--- config.mk ---
export PLATFORM = sky130hd
export DESIGN_NAME = asram_ctrl
export DESIGN_NICKNAME = d
export VERILOG_FILES = /design/src/asram_pkg.sv /design/src/asram_ctrl.sv
export SDC_FILE = /design/constraint.sdc
export NUM_CORES = 1
export LEC_CHECK = 0
export ABC_AREA = 0
export BUFFER_PORTS_ARGS = -buffer_cell sky130_fd_sc_hd__buf_2
export CORE_ASPECT_RATIO = 2
export CORE_MARGIN = 2
export CORE_UTILIZATION = 35
export DETAILED_ROUTE_END_ITERATION = 8
export PLACE_DENSITY_LB_ADDON = 0.12
export SLEW_MARGIN = 20
export SYNTH_ARGS = -nofsm -noshare
export SYNTH_HDL_FRONTEND = slang
export SYNTH_SLANG_ARGS = --single-unit
--- constraint.sdc ---
create_clock -name ref_clk_i -period 2.34 [get_ports ref_clk_i]
set_input_delay 0 -clock ref_clk_i [delete_from_list [all_inputs] [get_ports ref_clk_i]]
set_output_delay 0 -clock ref_clk_i [all_outputs]
set_load 0.01 [all_outputs]
--- src/asram_pkg.sv ---
// Purpose: Shared constants and types for the asynchronous SRAM host controller.
// Assumes: Controller clock of 200 MHz (5 ns period).
// Notes:   All timing figures are kept in ns; those the controller uses are converted to cycles here.
package asram_pkg;

  localparam int unsigned ADDR_W      = 15;
  localparam int unsigned DATA_W      = 8;
  localparam int unsigned CLK_PERIOD_NS = 5;

  // Fast grade figures, in ns.
  localparam int unsigned RC_FAST_NS  = 70;
  localparam int unsigned AA_FAST_NS  = 70;
  localparam int unsigned WC_FAST_NS  = 70;
  localparam int unsigned AW_FAST_NS  = 50;
  localparam int unsigned WP_FAST_NS  = 55;
  localparam int unsigned DW_FAST_NS  = 30;
  // Slow grade figures, in ns.
  localparam int unsigned RC_SLOW_NS  = 85;
  localparam int unsigned AA_SLOW_NS  = 85;
  localparam int unsigned WC_SLOW_NS  = 85;
  localparam int unsigned AW_SLOW_NS  = 70;
  localparam int unsigned WP_SLOW_NS  = 65;
  localparam int unsigned DW_SLOW_NS  = 35;
  // Grade independent figures, in ns.
  localparam int unsigned HZ_NS       = 30;
  localparam int unsigned OW_NS       = 10;

  // Least times round up to whole cycles.
  function automatic int unsigned ns_to_cyc(input int unsigned ns);
    int unsigned c;
    c = (ns + CLK_PERIOD_NS - 1) / CLK_PERIOD_NS;
    return (c < 1) ? 1 : c;
  endfunction

  localparam int unsigned CNT_W = 5;

  localparam logic [CNT_W-1:0] RD_FAST_CYC = CNT_W'(ns_to_cyc(RC_FAST_NS));
  localparam logic [CNT_W-1:0] RD_SLOW_CYC = CNT_W'(ns_to_cyc(RC_SLOW_NS));
  // Write strobe low time must cover pulse width, address and select to end.
  localparam logic [CNT_W-1:0] WP_FAST_CYC = CNT_W'(ns_to_cyc(WP_FAST_NS));
  localparam logic [CNT_W-1:0] WP_SLOW_CYC = CNT_W'(ns_to_cyc(AW_SLOW_NS));
  localparam logic [CNT_W-1:0] DW_FAST_CYC = CNT_W'(ns_to_cyc(DW_FAST_NS));
  localparam logic [CNT_W-1:0] DW_SLOW_CYC = CNT_W'(ns_to_cyc(DW_SLOW_NS));
  // Turnaround gap covering output release after a read.
  localparam logic [CNT_W-1:0] TURN_CYC    = CNT_W'(ns_to_cyc(HZ_NS));
  localparam logic [CNT_W-1:0] CNT_ONE     = CNT_W'(1);

  // Pin bundle towards the memory.
  typedef struct packed {
    logic [ADDR_W-1:0] word_address;
    logic              select_n;
    logic              select_hi;
    logic              write_n;
    logic [DATA_W-1:0] data_out;
    logic              data_oe_n;
  } asram_pins_type;

  typedef enum logic [4:0] {
    ST_IDLE  = 5'h01,
    ST_READ  = 5'h02,
    ST_WSET  = 5'h04,
    ST_WRITE = 5'h08,
    ST_TURN  = 5'h10
  } asram_state_type;

endpackage

--- src/asram_ctrl.sv ---
// Purpose: Host side controller sequencing an asynchronous 32K x 8 SRAM.
// Assumes: One 200 MHz clock, synchronous active-high reset, pins synchronous.
// Notes:   One access at a time; the request is taken only when ready is high.
// Operation
// - Address stable, strobe low long enough.
// - Selects asserted long enough before write end.
// - Write data set up and held.
// - Address moves only with strobe inactive.
// - Controller never drives against device outputs.
// - Strobe stays high through every read.
`timescale 1ns/1ps
module asram_ctrl #(
  parameter int unsigned SLOW_GRADE = 0
) (
  input  wire logic                           ref_clk_i,
  input  wire logic                           srst_i,
  input  wire logic                           req_valid_i,
  input  wire logic                           req_write_i,
  input  wire logic [asram_pkg::ADDR_W-1:0]   req_addr_i,
  input  wire logic [asram_pkg::DATA_W-1:0]   req_wdata_i,
  output logic                                req_ready_o,
  output logic                                rsp_valid_o,
  output logic      [asram_pkg::DATA_W-1:0]   rsp_rdata_o,
  output logic      [asram_pkg::ADDR_W-1:0]   word_address_o,
  output logic                                select_n_o,
  output logic                                select_hi_o,
  output logic                                write_n_o,
  output logic      [asram_pkg::DATA_W-1:0]   data_pins_o,
  output logic                                data_pins_oe_n_o,
  input  wire logic [asram_pkg::DATA_W-1:0]   data_pins_i
);
  import asram_pkg::*;

  // Only two speed grades exist; any value other than 0 or 1 is flagged as an elaboration error.
  if (SLOW_GRADE > 1) begin : g_bad_grade
    $error("SLOW_GRADE must be 0 or 1");
  end

  localparam logic [CNT_W-1:0] RD_CYC = (SLOW_GRADE != 0) ? RD_SLOW_CYC : RD_FAST_CYC;
  localparam logic [CNT_W-1:0] WP_CYC = (SLOW_GRADE != 0) ? WP_SLOW_CYC : WP_FAST_CYC;
  localparam logic [CNT_W-1:0] DW_CYC = (SLOW_GRADE != 0) ? DW_SLOW_CYC : DW_FAST_CYC;

  asram_state_type   st_q, st_d;
  logic [CNT_W-1:0]  cnt_q, cnt_d;
  asram_pins_type    pin_q, pin_d;
  logic              rdy_q, rdy_d;
  logic              rv_q, rv_d;
  logic [DATA_W-1:0] rd_q, rd_d;

  // Next-state logic for the access sequencer and the pin bundle.
  always_comb begin
    st_d  = st_q;
    cnt_d = cnt_q;
    pin_d = pin_q;
    rdy_d = rdy_q;
    rv_d  = 1'b0;
    rd_d  = rd_q;
    case (st_q)
      ST_IDLE: begin
        if (req_valid_i && rdy_q) begin
          pin_d.word_address = req_addr_i;
          rdy_d              = 1'b0;
          cnt_d              = CNT_ONE;
          if (req_write_i) begin
            pin_d.data_out  = req_wdata_i;
            pin_d.data_oe_n = 1'b0;
            st_d            = ST_WSET;
          end else begin
            pin_d.select_n  = 1'b0;
            pin_d.select_hi = 1'b1;
            pin_d.write_n   = 1'b1;
            st_d            = ST_READ;
          end
        end else if (!rdy_q) begin
          // Ready comes back one cycle after reset leaves the sequencer idle.
          rdy_d = 1'b1;
        end
      end
      ST_READ: begin
        if (cnt_q >= RD_CYC) begin
          rd_d            = data_pins_i;
          rv_d            = 1'b1;
          pin_d.select_n  = 1'b1;
          pin_d.select_hi = 1'b0;
          cnt_d           = CNT_ONE;
          st_d            = ST_TURN;
        end else begin
          cnt_d = cnt_q + CNT_ONE;
        end
      end
      ST_WSET: begin
        // Address settled a cycle; now both selects assert and the strobe falls, all together.
        pin_d.select_n  = 1'b0;
        pin_d.select_hi = 1'b1;
        pin_d.write_n   = 1'b0;
        cnt_d           = CNT_ONE;
        st_d            = ST_WRITE;
      end
      ST_WRITE: begin
        if (cnt_q >= WP_CYC && cnt_q >= DW_CYC) begin
          pin_d.write_n   = 1'b1;
          pin_d.select_n  = 1'b1;
          pin_d.select_hi = 1'b0;
          cnt_d           = CNT_ONE;
          st_d            = ST_TURN;
        end else begin
          cnt_d = cnt_q + CNT_ONE;
        end
      end
      ST_TURN: begin
        // Data is held one cycle past write end, then bus released.
        pin_d.data_oe_n = 1'b1;
        if (cnt_q >= TURN_CYC) begin
          rdy_d = 1'b1;
          st_d  = ST_IDLE;
        end else begin
          cnt_d = cnt_q + CNT_ONE;
        end
      end
      default: begin
        st_d = ST_IDLE;
      end
    endcase
  end

  // Register stage; every pin comes from a flip-flop.
  always_ff @(posedge ref_clk_i) begin
    if (srst_i) begin
      st_q  <= ST_IDLE;
      cnt_q <= '0;
      pin_q <= '{word_address: '0, select_n: 1'b1, select_hi: 1'b0, write_n: 1'b1,
                 data_out: '0, data_oe_n: 1'b1};
      rdy_q <= 1'b0;
      rv_q  <= 1'b0;
      rd_q  <= '0;
    end else begin
      st_q  <= st_d;
      cnt_q <= cnt_d;
      pin_q <= pin_d;
      rdy_q <= rdy_d;
      rv_q  <= rv_d;
      rd_q  <= rd_d;
    end
  end

  assign req_ready_o      = rdy_q;
  assign rsp_valid_o      = rv_q;
  assign rsp_rdata_o      = rd_q;
  assign word_address_o   = pin_q.word_address;
  assign select_n_o       = pin_q.select_n;
  assign select_hi_o      = pin_q.select_hi;
  assign write_n_o        = pin_q.write_n;
  assign data_pins_o      = pin_q.data_out;
  assign data_pins_oe_n_o = pin_q.data_oe_n;

  // address stable selected
  // A read moves the address with the strobe high, which keeps the device from writing.
  a_addr_while_sel: assert property (@(posedge ref_clk_i) disable iff (srst_i)
    (!$stable(word_address_o)) |->
      ($past(select_n_o) || !$past(select_hi_o) || $past(write_n_o))
      && (select_n_o || !select_hi_o || write_n_o))
    else $error("address moved while selected");

  a_no_contention: assert property (@(posedge ref_clk_i) disable iff (srst_i)
    (!select_n_o && write_n_o) |-> data_pins_oe_n_o)
    else $error("controller drives during read");

  a_read_strobe_hi: assert property (@(posedge ref_clk_i) disable iff (srst_i)
    (st_q == ST_READ) |-> write_n_o)
    else $error("strobe low in read");

  // Counting the low time in a helper keeps the check cheap for the slow grade too.
  // The count saturates, so a stuck strobe cannot wrap back to a short-looking pulse.
  logic [CNT_W-1:0] wlow_q, wlow_d;

  always_comb begin
    wlow_d = wlow_q;
    if (write_n_o) begin
      wlow_d = '0;
    end else if (wlow_q != '1) begin
      wlow_d = wlow_q + CNT_ONE;
    end
  end

  // Register stage of the strobe low count.
  always_ff @(posedge ref_clk_i) begin
    if (srst_i) begin
      wlow_q <= '0;
    end else begin
      wlow_q <= wlow_d;
    end
  end

  a_strobe_width: assert property (@(posedge ref_clk_i) disable iff (srst_i)
    $rose(write_n_o) |-> (wlow_q >= WP_CYC))
    else $error("strobe pulse too short");

  a_data_held: assert property (@(posedge ref_clk_i) disable iff (srst_i)
    $rose(write_n_o) |-> !data_pins_oe_n_o && $stable(data_pins_o))
    else $error("write data not held");

  a_sel_in_write: assert property (@(posedge ref_clk_i) disable iff (srst_i)
    (!write_n_o) |-> (!select_n_o && select_hi_o))
    else $error("select dropped during write");

  // response window bounds follow the grade's read count.
  localparam int RSP_LO = RD_CYC - 8;
  localparam int RSP_HI = RD_CYC - 5;

  a_read_len: assert property (@(posedge ref_clk_i) disable iff (srst_i)
    $fell(select_n_o) && write_n_o |-> (!select_n_o)[*8] ##[RSP_LO:RSP_HI] rsp_valid_o)
    else $error("read too short or too long");

  a_rsp_pulse: assert property (@(posedge ref_clk_i) disable iff (srst_i)
    rsp_valid_o |=> !rsp_valid_o)
    else $error("response longer than one cycle");

endmodule

==> results.txt, run 1 <==
----------------------------------------------------
[Outcome]
  Result of the run ... finished, final reports clean

[Floorplan]
  Total die area ... 6310 sq um
  DIE WIDTH ... 57.2 microns
  Core area ... 5420 sq um
  Initial core utilization ... 36.5%
  Die Ht ... 110 microns
  I/O pin count ... 72
  # rows ... 38

[Synthesis]
  Primary flip-flop cell chosen by synthesis mapping ... sky130_fd_sc_hd__dfxtp_1
  Ys async rst share ... 0%
  Synth Area per Inst ... 8.53 sq um
  EDFF count, synth ... 0
  Netlist cell types ... 43
  Syn nets ... 269
  Summed instance area of the synthesized netlist ... 1980 sq um
  Share of the yosys chip area belonging to registers ... 47.6%
  Synth warn ... 0
  Gate count after technology mapping ... 232
  Register bit total from synthesis ... 47

[Clocking]
  Max Root-Sink Buffers ... 2
  Count of H-tree levels built during CTS ... 2
  Clock root cell ... sky130_fd_sc_hd__clkbuf_8
  TritonCTS Sinks ... 47
  Clock-pin slew of the registers on the worst-case setup and hold paths ... 90 ps
  Total CTS buffers ... 5
  Latest clock arrival within the worst-skew pair ... 310 ps
  CTS tree ... yes

[Global route]
  Initial antenna violation count ... 0
  Total congestion overflow ... 0
  Number of global-route vias before repair ... 1930
  Tot GR Track Use ... 18.5%
  First-pass GRT wire length ... 8.99 mm
  Pin count of the biggest net entering global routing ... 48

[Cells and area]
  Share of final-layout standard cells stronger than drive strength 1 ... 26.8%
  Non-filler instance count after layout ... 392
  Antenna cells ... 0
  Final instance area ... 2770 sq um
  P&R area growth vs syn ... 40.0%
  Total of fill cells in the finished design ... 545
  Commonest non-fill, non-tap cells in the layout ... sky130_fd_sc_hd__buf_2, sky130_fd_sc_hd__dfxtp_1, sky130_fd_sc_hd__nand2_1
  Post-layout util ... 51.1%
  Most common cell after layout, fill and taps aside ... sky130_fd_sc_hd__buf_2
  Total area of sequential cells ... 942 sq um
  Multi-input combinational cell area ... 937 sq um
  Net total in the final layout ... 368

[Power]
  Sequential fraction of design power ... 52.2%
  Fraction of power spent switching nets ... 28.0%
  Fraction of power consumed by the clock network ... 29.0%
  Comb pwr share ... 18.8%
  Cell leakage power ... 1.27 nW
  Switching pwr ... 468 uW
  Total power per unit cell area ... 602 nW/um^2
  Internal power ... 1.20 mW
  IR drop worst, VDD ... 0.000603 V
  Final Total Pwr ... 1.67 mW

[Setup path]
  Stage delay of the slowest cell on the critical path ... 530 ps
  Crit-path max FO ... 9
  Critical path endpoint category ... register
  Cells along the critical path ... inv_1 > ha_1 > o211a_1 > or4b_1 > and3_4 > or4b_1 > a31oi_1
  Required time of the critical path ... 2580 ps
  Class of the most critical setup path ... register to register
  Crit start category ... register
  Crit-path most repeated cell ... sky130_fd_sc_hd__or4b_1
  Critical-path cell with the highest stage delay ... sky130_fd_sc_hd__or4b_1
  Arr. time, crit path ... 2470 ps
  Worst R2R Path Depth ... 7

[Placement]
  Post-placement worst setup slack ... 86.4 ps
  Count of buffers from port buffering ... 71
  Placed cells ... 353
  Final weighted congestion of routability-driven global placement ... 0.802
  Post-placement cell area ... 2380 sq um
  Placed wire-length estimate after detailed placement ... 3.67 mm

[Route]
  Final routed DRC violation total ... 0
  Detailed-route wire length per cell ... 13.8 microns
  Post-DR vias/cell ... 5.01
  Count of vias placed by the detailed router ... 1963
  Remaining number of nets flagged by the antenna check after routing ... 0
  Router iterations before antenna repair ... 4
  Total wirelength of the detailed-routed design ... 5.41 mm
  DR iter-0 viols ... 38

[STA]
  Maximum achievable frequency ... 0.448 GHz
  Pin slew with the least headroom to its limit ... 866 ps
  Final setup violation count ... 0
  Rel. slew slack ... 42.3%
  Layout Skew ... 7.93 ps
  Post-Route Hold Slack ... 53.5 ps
  Post-route fraction of the period consumed by the critical path ... 95.3%
  Post-layout worst setup margin ... 110 ps
  Setup TNS ... 0 ps
  Setup repair after global routing missed its margin ... no
  Max-slew violation total from the final report ... 0
  Fin. Hold Viols ... 0
  Clock period minus worst slack ... 2230 ps

[Hold path]
  Worst Hold Class ... primary input to register
  Hold path depth ... 3

[Flow run]
  Max Cap Viol ... 0

----------------------------------------------------
[worst max-delay path, delay by kind of cell, from the launching register on]
family | cells | cell delay, ps
AND/OR/NAND/NOR | 3 | 1210
AO/OA/AOI/OAI | 2 | 380
flip-flops | 1 | 330
adder cells (fa/ha/maj) | 1 | 180
buffers and inverters | 1 | 60
[cell type report]
cell class / count / area share (%)
multi-input combinational: 163 / 33.8
tap: 60 / 2.71
sequential: 47 / 34.0
timing repair buffer: 108 / 25.7
clock buffer: 7 / 2.76
clock inverter: 1 / 0.181
inverter: 6 / 0.813
[final timing paths]
kind / from / end / slack (ps)
worst min register to register: word_address_o[4] / word_address_o[4] / 450
worst max-delay path: cnt_q[0] / cnt_q[2] / 110
worst max register to register: cnt_q[0] / cnt_q[2] / 110
worst min-delay path: req_write_i / data_pins_o[1] / 50
[layer usage]
metal | vias to the layer above | track usage (%) | part of all wire, %
met5 | - | 0 | 0
met4 | 0 | 8.47 | 2.3
met3 | 8 | 3.73 | 3.6
met2 | 43 | 34.6 | 56
met1 | 923 | 19.4 | 38
li1 | 989 | - | -
[cells in the mapped netlist (all sizes together) (3+ instances only)]
| master | number | area share, % |
|---|---|---|
| or4b | 3 | 1.5 |
| a211oi | 3 | 1.1 |
| nand2 | 44 | 8.3 |
| dfxtp | 47 | 48 |
| nand3 | 11 | 2.8 |
| a21oi | 26 | 6.6 |
| nor2 | 19 | 3.6 |
| buf | 5 | 1.8 |
| nor3 | 8 | 2.3 |
| inv | 6 | 1.1 |
| mux2i | 8 | 4.0 |
| nand2b | 6 | 1.9 |
| clkbuf | 11 | 2.1 |
[what timing repair did]
| action | 4_1_cts | 5_1_grt |
|---|---|---|
| setup buffers | 0 | 0 |
| resized for setup | 0 | 1 |
| hold endpoints to repair | 31 | 0 |
| hold buffers | 31 | 0 |
| endpoints found under the setup margin | 0 | 1 |
[sequential cells by signal, summed over array words and instances, names as in the netlist, 5 cells and up]
register and cells:
rsp_rdata_o 8, data_pins_o 8, st_q 5, word_address_o 15, cnt_q 5
[power groups by stage]
stage                     registers [mW]  logic (mW)  clock network, mW
final                              0.870       0.313              0.484
after global routing               0.877       0.351              0.528
after CTS                          0.870       0.316              0.502
after detailed placement           0.889       0.275                  0
after global placement             0.888       0.273                  0
after floorplan                    0.902       0.149                  0
[kinds of logic (layout without fill, tap and decap cells)]
logic type               Yosys count  in the layout  synth area share [%]
flip-flops                        47             47                  47.6
adder cells (fa/ha/maj)            2              2                  1.26
AO/OA/AOI/OAI                     45             45                  14.2
AND/OR/NAND/NOR                  107            107                  27.5
buffers and inverters             22            122                  5.06
XOR/XNOR                           1              1                 0.443
multiplexers                       8              8                  4.05
Power figures use the tool's default switching activity.
==> run 2: changes to the inputs <==
--- a/config.mk
+++ b/config.mk
@@ -7,9 +7,11 @@
 export LEC_CHECK = 0
 export ABC_AREA = 0
 export BUFFER_PORTS_ARGS = -buffer_cell sky130_fd_sc_hd__buf_2
+export CELL_PAD_IN_SITES_DETAIL_PLACEMENT = 1
+export CELL_PAD_IN_SITES_GLOBAL_PLACEMENT = 2
 export CORE_ASPECT_RATIO = 2
 export CORE_MARGIN = 2
-export CORE_UTILIZATION = 35
+export CORE_UTILIZATION = 25
 export DETAILED_ROUTE_END_ITERATION = 8
 export PLACE_DENSITY_LB_ADDON = 0.12
 export SLEW_MARGIN = 20
==> run 2 against run 1 <==
Effect of this change:
- largest power group is now the clock network
- setup slack got worse by 2.2 ps
- clock skew is 3.1 ps lower
- final cell count rose by 8.9%
- via count rose by 2.5%
- critical path type unchanged
- core utilization down 13 points
- clock-buffer cell count is 1 lower
- critical path depth is the same
- non-clock buffer count up 1
==> results.txt, run 2 (synthesis gave the netlist of run 1 again) <==
----------------------------------------------------
[Cells and area]
  Commonest non-fill, non-tap cells in the layout ... sky130_fd_sc_hd__buf_2, sky130_fd_sc_hd__nand2_1, sky130_fd_sc_hd__dfxtp_1 (was sky130_fd_sc_hd__buf_2, sky130_fd_sc_hd__dfxtp_1, sky130_fd_sc_hd__nand2_1)
  Final instance area ... 2940 sq um (was 2770 sq um)
  Net total in the final layout ... 369 (was 368)
  P&R area growth vs syn ... 48.8% (was 40.0%)
  Antenna cells ... 0 (unchanged)
  Largest register FFs ... 15 (unchanged)
  Most common cell after layout, fill and taps aside ... sky130_fd_sc_hd__buf_2 (unchanged)
  Share of final-layout standard cells stronger than drive strength 1 ... 28.5% (was 26.8%)

[STA]
  Post-Route Hold Slack ... 93.9 ps (was 53.5 ps)
  Setup TNS ... 0 ps (unchanged)
  Fin. Hold Viols ... 0 (unchanged)
  Clock period minus worst slack ... 2230 ps (about the same)
  Max-slew violation total from the final report ... 0 (unchanged)
  Layout Skew ... 4.82 ps (was 7.93 ps)
  Post-route fraction of the period consumed by the critical path ... 95.4% (was 95.3%)
  Setup repair after global routing missed its margin ... no (unchanged)
  Final setup violation count ... 0 (unchanged)
  Pin slew with the least headroom to its limit ... 933 ps (was 866 ps)
  Rel. slew slack ... 37.8% (was 42.3%)
  Maximum achievable frequency ... 0.448 GHz (about the same)

[Clocking]
  Count of H-tree levels built during CTS ... 2 (unchanged)
  Max Root-Sink Buffers ... 2 (unchanged)
  Clock-pin slew of the registers on the worst-case setup and hold paths ... 70 ps (was 90 ps)
  TritonCTS Sinks ... 47 (unchanged)
  Clock root cell ... sky130_fd_sc_hd__clkbuf_16 (was sky130_fd_sc_hd__clkbuf_8)
  CTS tree ... yes (unchanged)
  Latest clock arrival within the worst-skew pair ... 290 ps (was 310 ps)
  Total CTS buffers ... 5 (unchanged)
  Post-CTS Repair Setup Buffers ... 0 (unchanged)

[Route]
  DR iter-0 viols ... 62 (was 38)
  Count of vias placed by the detailed router ... 2012 (was 1963)
  Remaining number of nets flagged by the antenna check after routing ... 0 (unchanged)
  Detailed-route wire length per cell ... 15.0 microns (was 13.8 microns)
  Final routed DRC violation total ... 0 (unchanged)
  Post-DR vias/cell ... 4.71 (was 5.01)
  Router iterations before antenna repair ... 4 (unchanged)
  Total wirelength of the detailed-routed design ... 6.41 mm (was 5.41 mm)

[Placement]
  Count of buffers from port buffering ... 71 (unchanged)
  Post-placement cell area ... 2430 sq um (was 2380 sq um)
  Final weighted congestion of routability-driven global placement ... 0.789 (was 0.802)
  Placed wire-length estimate after detailed placement ... 4.50 mm (was 3.67 mm)

[Setup path]
  Stage delay of the slowest cell on the critical path ... 530 ps (about the same)
  R2r startpoint ... cnt_q[0] (unchanged)
  Top delay family on crit path ... simple AND/OR/NAND/NOR gates (unchanged)
  Slack of the worst reg-to-reg path ... 110 ps (about the same)
  Cells along the critical path ... inv_1 > ha_1 > o211a_1 > or4b_4 > and3_4 > or4b_1 > a31oi_1 (was inv_1 > ha_1 > o211a_1 > or4b_1 > and3_4 > or4b_1 > a31oi_1)
  Worst R2R Path Depth ... 7 (unchanged)
  Critical-path cell with the highest stage delay ... sky130_fd_sc_hd__or4b_4 (was sky130_fd_sc_hd__or4b_1)
  Critical path endpoint category ... register (unchanged)
  Required time of the critical path ... 2550 ps (was 2580 ps)
  Buf+Inv Stages, Crit Path ... 1 (unchanged)
  Crit-path max FO ... 4 (was 9)
  Worst reg2reg endpoint ... cnt_q[2] (unchanged)
  Class of the most critical setup path ... register to register (unchanged)
  Arr. time, crit path ... 2440 ps (was 2470 ps)
  Crit start category ... register (unchanged)

[Flow run]
  Max Cap Viol ... 0 (unchanged)

[Global route]
  Tot GR Track Use ... 16.0% (was 18.5%)
  Initial antenna violation count ... 0 (unchanged)
  Pin count of the biggest net entering global routing ... 48 (unchanged)
  First-pass GRT wire length ... 10.4 mm (was 8.99 mm)
  Number of global-route vias before repair ... 2036 (was 1930)
  Total congestion overflow ... 0 (unchanged)

[Hold path]
  Hold path depth ... 3 (unchanged)
  Source of the worst hold timing path ... req_write_i (unchanged)
  Worst Hold Class ... primary input to register (unchanged)
  Endpoint with the worst hold slack ... data_pins_o[4] (was data_pins_o[1])

[Power]
  IR drop worst, VDD ... 0.000513 V (was 0.000603 V)
  Cell leakage power ... 1.33 nW (was 1.27 nW)
  Total power per unit cell area ... 723 nW/um^2 (was 602 nW/um^2)
  Final Total Pwr ... 2.13 mW (was 1.67 mW)

[Floorplan]
  # rows ... 45 (was 38)
  Total die area ... 8680 sq um (was 6310 sq um)
  DIE WIDTH ... 66.9 microns (was 57.2 microns)
  Initial core utilization ... 25.8% (was 36.5%)
  I/O pin count ... 72 (unchanged)
  Die Ht ... 130 microns (was 110 microns)
  Core area ... 7660 sq um (was 5420 sq um)

[Outcome]
  Result of the run ... finished, final reports clean (unchanged)

----------------------------------------------------
-- run 2: cell types whose count changed in the layout (fill, tap and decap cells not counted) --
| cell | change |
|---|---|
| sky130_fd_sc_hd__buf_4 | +1 |
| sky130_fd_sc_hd__bufinv_16 | +2 |
| sky130_fd_sc_hd__clkbuf_1 | -1 |
| sky130_fd_sc_hd__clkbuf_16 | +5 |
| sky130_fd_sc_hd__clkbuf_8 | -5 |
| sky130_fd_sc_hd__clkinv_2 | -1 |
| sky130_fd_sc_hd__dfxtp_1 | -2 |
| sky130_fd_sc_hd__dfxtp_2 | +2 |
| sky130_fd_sc_hd__nor3_1 | -1 |
| sky130_fd_sc_hd__nor3_4 | +1 |
| sky130_fd_sc_hd__or4b_1 | -1 |
| sky130_fd_sc_hd__or4b_4 | +1 |
-- run 2: worst reg2reg max path, cell delays in order, from the launching register on --
cell and delay, ps:
sky130_fd_sc_hd__dfxtp_2 330, sky130_fd_sc_hd__inv_1 50, sky130_fd_sc_hd__ha_1 190, sky130_fd_sc_hd__o211a_1 230
sky130_fd_sc_hd__or4b_4 530, sky130_fd_sc_hd__and3_4 180, sky130_fd_sc_hd__or4b_1 470, sky130_fd_sc_hd__a31oi_1 180
-- run 2: where the power goes --
part	switching (mW)	internal, mW	total [mW]	leakage, nW
combinational	0.171	0.150	0.321	0.854
sequential	0.0357	0.845	0.881	0.382
clock	0.314	0.613	0.927	0.0911
-- run 2: what timing repair did --
| action | CTS | global route |
|---|---|---|
| endpoints found under the setup margin | 0 | 2 |
| hold buffers | 31 | 0 |
| gates resized for setup | 0 | 5 |
| endpoints found under the hold margin | 31 | 0 |
-- run 2: area by class of cell --
type / instances / area [sq um]
Tap cell: 94 / 118
Sequential cell: 47 / 945
Timing Repair Buffer: 109 / 718
Multi-Input combinational cell: 163 / 952
Clock buffer: 6 / 129
Clock inverter: 2 / 60.1
Fill cell: 956 / 4710
Inverter: 6 / 22.5
-- run 2: routing by layer --
| layer | share of wire [%] | GRT usage, % | up-vias |
|---|---|---|---|
| met4 | 2.4 | 6.24 | 0 |
| met2 | 58 | 29.6 | 46 |
| met1 | 36 | 16.9 | 962 |
| met5 | 0 | 0 | - |
| met3 | 4.1 | 3.71 | 13 |
| li1 | - | - | 991 |
-- run 2: per-stage QoR --
step | util (%) | std cells | setup slack [ps]
floorplan | - | 232 | 9.24
global placement | 31.8 | 388 | 104
detailed placement | 31.8 | 388 | 49.9
CTS | 38.3 | 427 | 15.3
global route | 38.4 | 427 | 1.77
finish | 38.4 | 427 | 108
-- run 2: worst max path at each step --
stage,slack (ps),startpoint,endpoint,cells past startpoint
floorplan,9,cnt_q[0],cnt_q[2],8
global placement,100,cnt_q[0],cnt_q[2],7
detailed placement,50,cnt_q[0],cnt_q[2],7
CTS,20,cnt_q[0],cnt_q[2],7
global route,2,cnt_q[0],cnt_q[2],7
finish,110,cnt_q[0],cnt_q[2],7
==> run 3: changes to the inputs <==
--- a/config.mk
+++ b/config.mk
@@ -9,7 +9,7 @@
 export BUFFER_PORTS_ARGS = -buffer_cell sky130_fd_sc_hd__buf_2
 export CELL_PAD_IN_SITES_DETAIL_PLACEMENT = 1
 export CELL_PAD_IN_SITES_GLOBAL_PLACEMENT = 2
-export CORE_ASPECT_RATIO = 2
+export CORE_ASPECT_RATIO = 1.75
 export CORE_MARGIN = 2
 export CORE_UTILIZATION = 25
 export DETAILED_ROUTE_END_ITERATION = 8
==> run 3 against run 2 <==
Effect of this change:
- worst hold slack improved by 5.7 ps
- sequential power fell by 0.9%
- die area fell by 0.18%
- maximum frequency fell by 0.52%
- via count barely moved
- combinational power rose by 1%
==> results.txt, run 3 (synthesis gave the netlist of run 1 again) <==
----------------------------------------------------
[Floorplan]
  I/O pin count ... 72 (unchanged)
  DIE WIDTH ... 71.2 microns (was 66.9 microns)
  Initial core utilization ... 26.0% (was 25.8%)
  # rows ... 42 (was 45)
  Total die area ... 8670 sq um (was 8680 sq um)
  Die Ht ... 122 microns (was 130 microns)
  Core area ... 7620 sq um (was 7660 sq um)

[Placement]
  Count of buffers from port buffering ... 71 (unchanged)
  Final weighted congestion of routability-driven global placement ... 0.725 (was 0.789)
  Placed wire-length estimate after detailed placement ... 4.33 mm (was 4.50 mm)
  Placed cells ... 384 (was 388)
  Post-placement cell area ... 2430 sq um (about the same)

[STA]
  Fin. Hold Viols ... 0 (unchanged)
  Final setup violation count ... 0 (unchanged)
  Layout Skew ... 6.72 ps (was 4.82 ps)
  Post-route fraction of the period consumed by the critical path ... 95.9% (was 95.4%)
  Rel. slew slack ... 40.4% (was 37.8%)
  Clock period minus worst slack ... 2240 ps (was 2230 ps)
  Pin slew with the least headroom to its limit ... 894 ps (was 933 ps)
  Maximum achievable frequency ... 0.446 GHz (was 0.448 GHz)
  Max-slew violation total from the final report ... 0 (unchanged)
  Post-Route Hold Slack ... 99.5 ps (was 93.9 ps)

[Outcome]
  Result of the run ... finished, final reports clean (unchanged)

[Setup path]
  Critical path endpoint category ... register (unchanged)
  Required time of the critical path ... 2550 ps (about the same)
  Slack of the worst reg-to-reg path ... 100 ps (was 110 ps)
  Worst R2R Path Depth ... 7 (unchanged)
  Class of the most critical setup path ... register to register (unchanged)
  Crit-path max FO ... 6 (was 4)
  Crit start category ... register (unchanged)
  Arr. time, crit path ... 2450 ps (was 2440 ps)

[Clocking]
  TritonCTS Sinks ... 47 (unchanged)
  CTS tree ... yes (unchanged)
  Count of H-tree levels built during CTS ... 2 (unchanged)
  Max Root-Sink Buffers ... 2 (unchanged)
  Clock root cell ... sky130_fd_sc_hd__clkbuf_16 (unchanged)
  Total CTS buffers ... 5 (unchanged)
  Clock-pin slew of the registers on the worst-case setup and hold paths ... 70 ps (about the same)
  Latest clock arrival within the worst-skew pair ... 290 ps (about the same)

[Cells and area]
  Antenna cells ... 0 (unchanged)
  Most common cell after layout, fill and taps aside ... sky130_fd_sc_hd__buf_2 (unchanged)
  Share of final-layout standard cells stronger than drive strength 1 ... 27.6% (was 28.5%)
  Commonest non-fill, non-tap cells in the layout ... sky130_fd_sc_hd__buf_2, sky130_fd_sc_hd__dfxtp_1, sky130_fd_sc_hd__nand2_1 (was sky130_fd_sc_hd__buf_2, sky130_fd_sc_hd__nand2_1, sky130_fd_sc_hd__dfxtp_1)
  Net total in the final layout ... 373 (was 369)
  P&R area growth vs syn ... 46.4% (was 48.8%)
  Largest register FFs ... 15 (unchanged)
  Final instance area ... 2900 sq um (was 2940 sq um)
  Non-filler instance count after layout ... 425 (was 427)

[Global route]
  Initial antenna violation count ... 0 (unchanged)
  Total congestion overflow ... 0 (unchanged)
  First-pass GRT wire length ... 10.2 mm (was 10.4 mm)
  Pin count of the biggest net entering global routing ... 48 (unchanged)
  Tot GR Track Use ... 15.2% (was 16.0%)
  Number of global-route vias before repair ... 2107 (was 2036)

[Power]
  Cell leakage power ... 1.32 nW (was 1.33 nW)
  IR drop worst, VDD ... 0.000399 V (was 0.000513 V)
  Total power per unit cell area ... 654 nW/um^2 (was 723 nW/um^2)
  Final Total Pwr ... 1.89 mW (was 2.13 mW)

[Route]
  Remaining number of nets flagged by the antenna check after routing ... 0 (unchanged)
  Detailed-route wire length per cell ... 14.5 microns (was 15.0 microns)
  DR iter-0 viols ... 81 (was 62)
  Router iterations before antenna repair ... 4 (unchanged)
  Post-DR vias/cell ... 4.74 (was 4.71)
  Final routed DRC violation total ... 0 (unchanged)
  Total wirelength of the detailed-routed design ... 6.17 mm (was 6.41 mm)
  Count of vias placed by the detailed router ... 2014 (was 2012)

[Flow run]
  Max Cap Viol ... 0 (unchanged)

[Hold path]
  Hold path depth ... 3 (unchanged)
  Worst Hold Class ... primary input to register (unchanged)

----------------------------------------------------
-- run 3: area by class of cell --
cell class | count | area [sq um]
clock buffer | 7 | 133
clock inverter | 1 | 5.00
fill | 925 | 4720
inverter | 6 | 22.5
multi-input combinational | 163 | 937
sequential | 47 | 941
tap | 88 | 110
timing repair buffer | 113 | 748
-- run 3: power by group --
| part | internal [mW] | switching [mW] |
|---|---|---|
| clock network | 0.396 | 0.300 |
| registers | 0.844 | 0.0292 |
| logic | 0.153 | 0.172 |
-- run 3: critical path, cell delays in order, from the launching register on --
cell and delay (ps):
sky130_fd_sc_hd__dfxtp_1 330, sky130_fd_sc_hd__inv_1 60, sky130_fd_sc_hd__ha_1 190, sky130_fd_sc_hd__o211a_1 210, sky130_fd_sc_hd__or4b_1 550, sky130_fd_sc_hd__and3_4 200
sky130_fd_sc_hd__or4b_1 460, sky130_fd_sc_hd__a31oi_1 170
-- run 3: metrics by stage --
step | utilization (%) | setup slack, ps | TNS [ps]
after CTS | 37.8 | 25.2 | 0
after global placement | 31.9 | 95.1 | 0
after detailed placement | 31.9 | 54.4 | 0
after global routing | 38.0 | -2.74 | -2.74
final | 38.0 | 95.8 | 0
after floorplan | - | 9.24 | 0
-- run 3: timing repair --
action                                  4_1_cts  5_1_grt
setup buffers                                 0        2
gates resized for setup                       0        0
hold buffers                                 31        0
endpoints found under the hold margin        31        0
endpoints found under the setup margin        0        1
-- run 3: worst paths after layout --
kind                                   startpoint                end
worst max register to register           cnt_q[0]           cnt_q[2]
worst min-delay path                  req_write_i     data_pins_o[1]
worst max-delay path                     cnt_q[0]           cnt_q[2]
worst min register to register  word_address_o[7]  word_address_o[7]
-- run 3: metal layers --
layer | share of wire, % | routed length (microns) | track usage, % | vias up
li1 | - | - | - | 1004
met1 | 36 | 2220 | 15.2 | 952
met2 | 57 | 3540 | 28.9 | 47
met3 | 4.1 | 255 | 3.47 | 11
met4 | 2.6 | 161 | 6.72 | 0
met5 | 0 | 0 | 0 | -
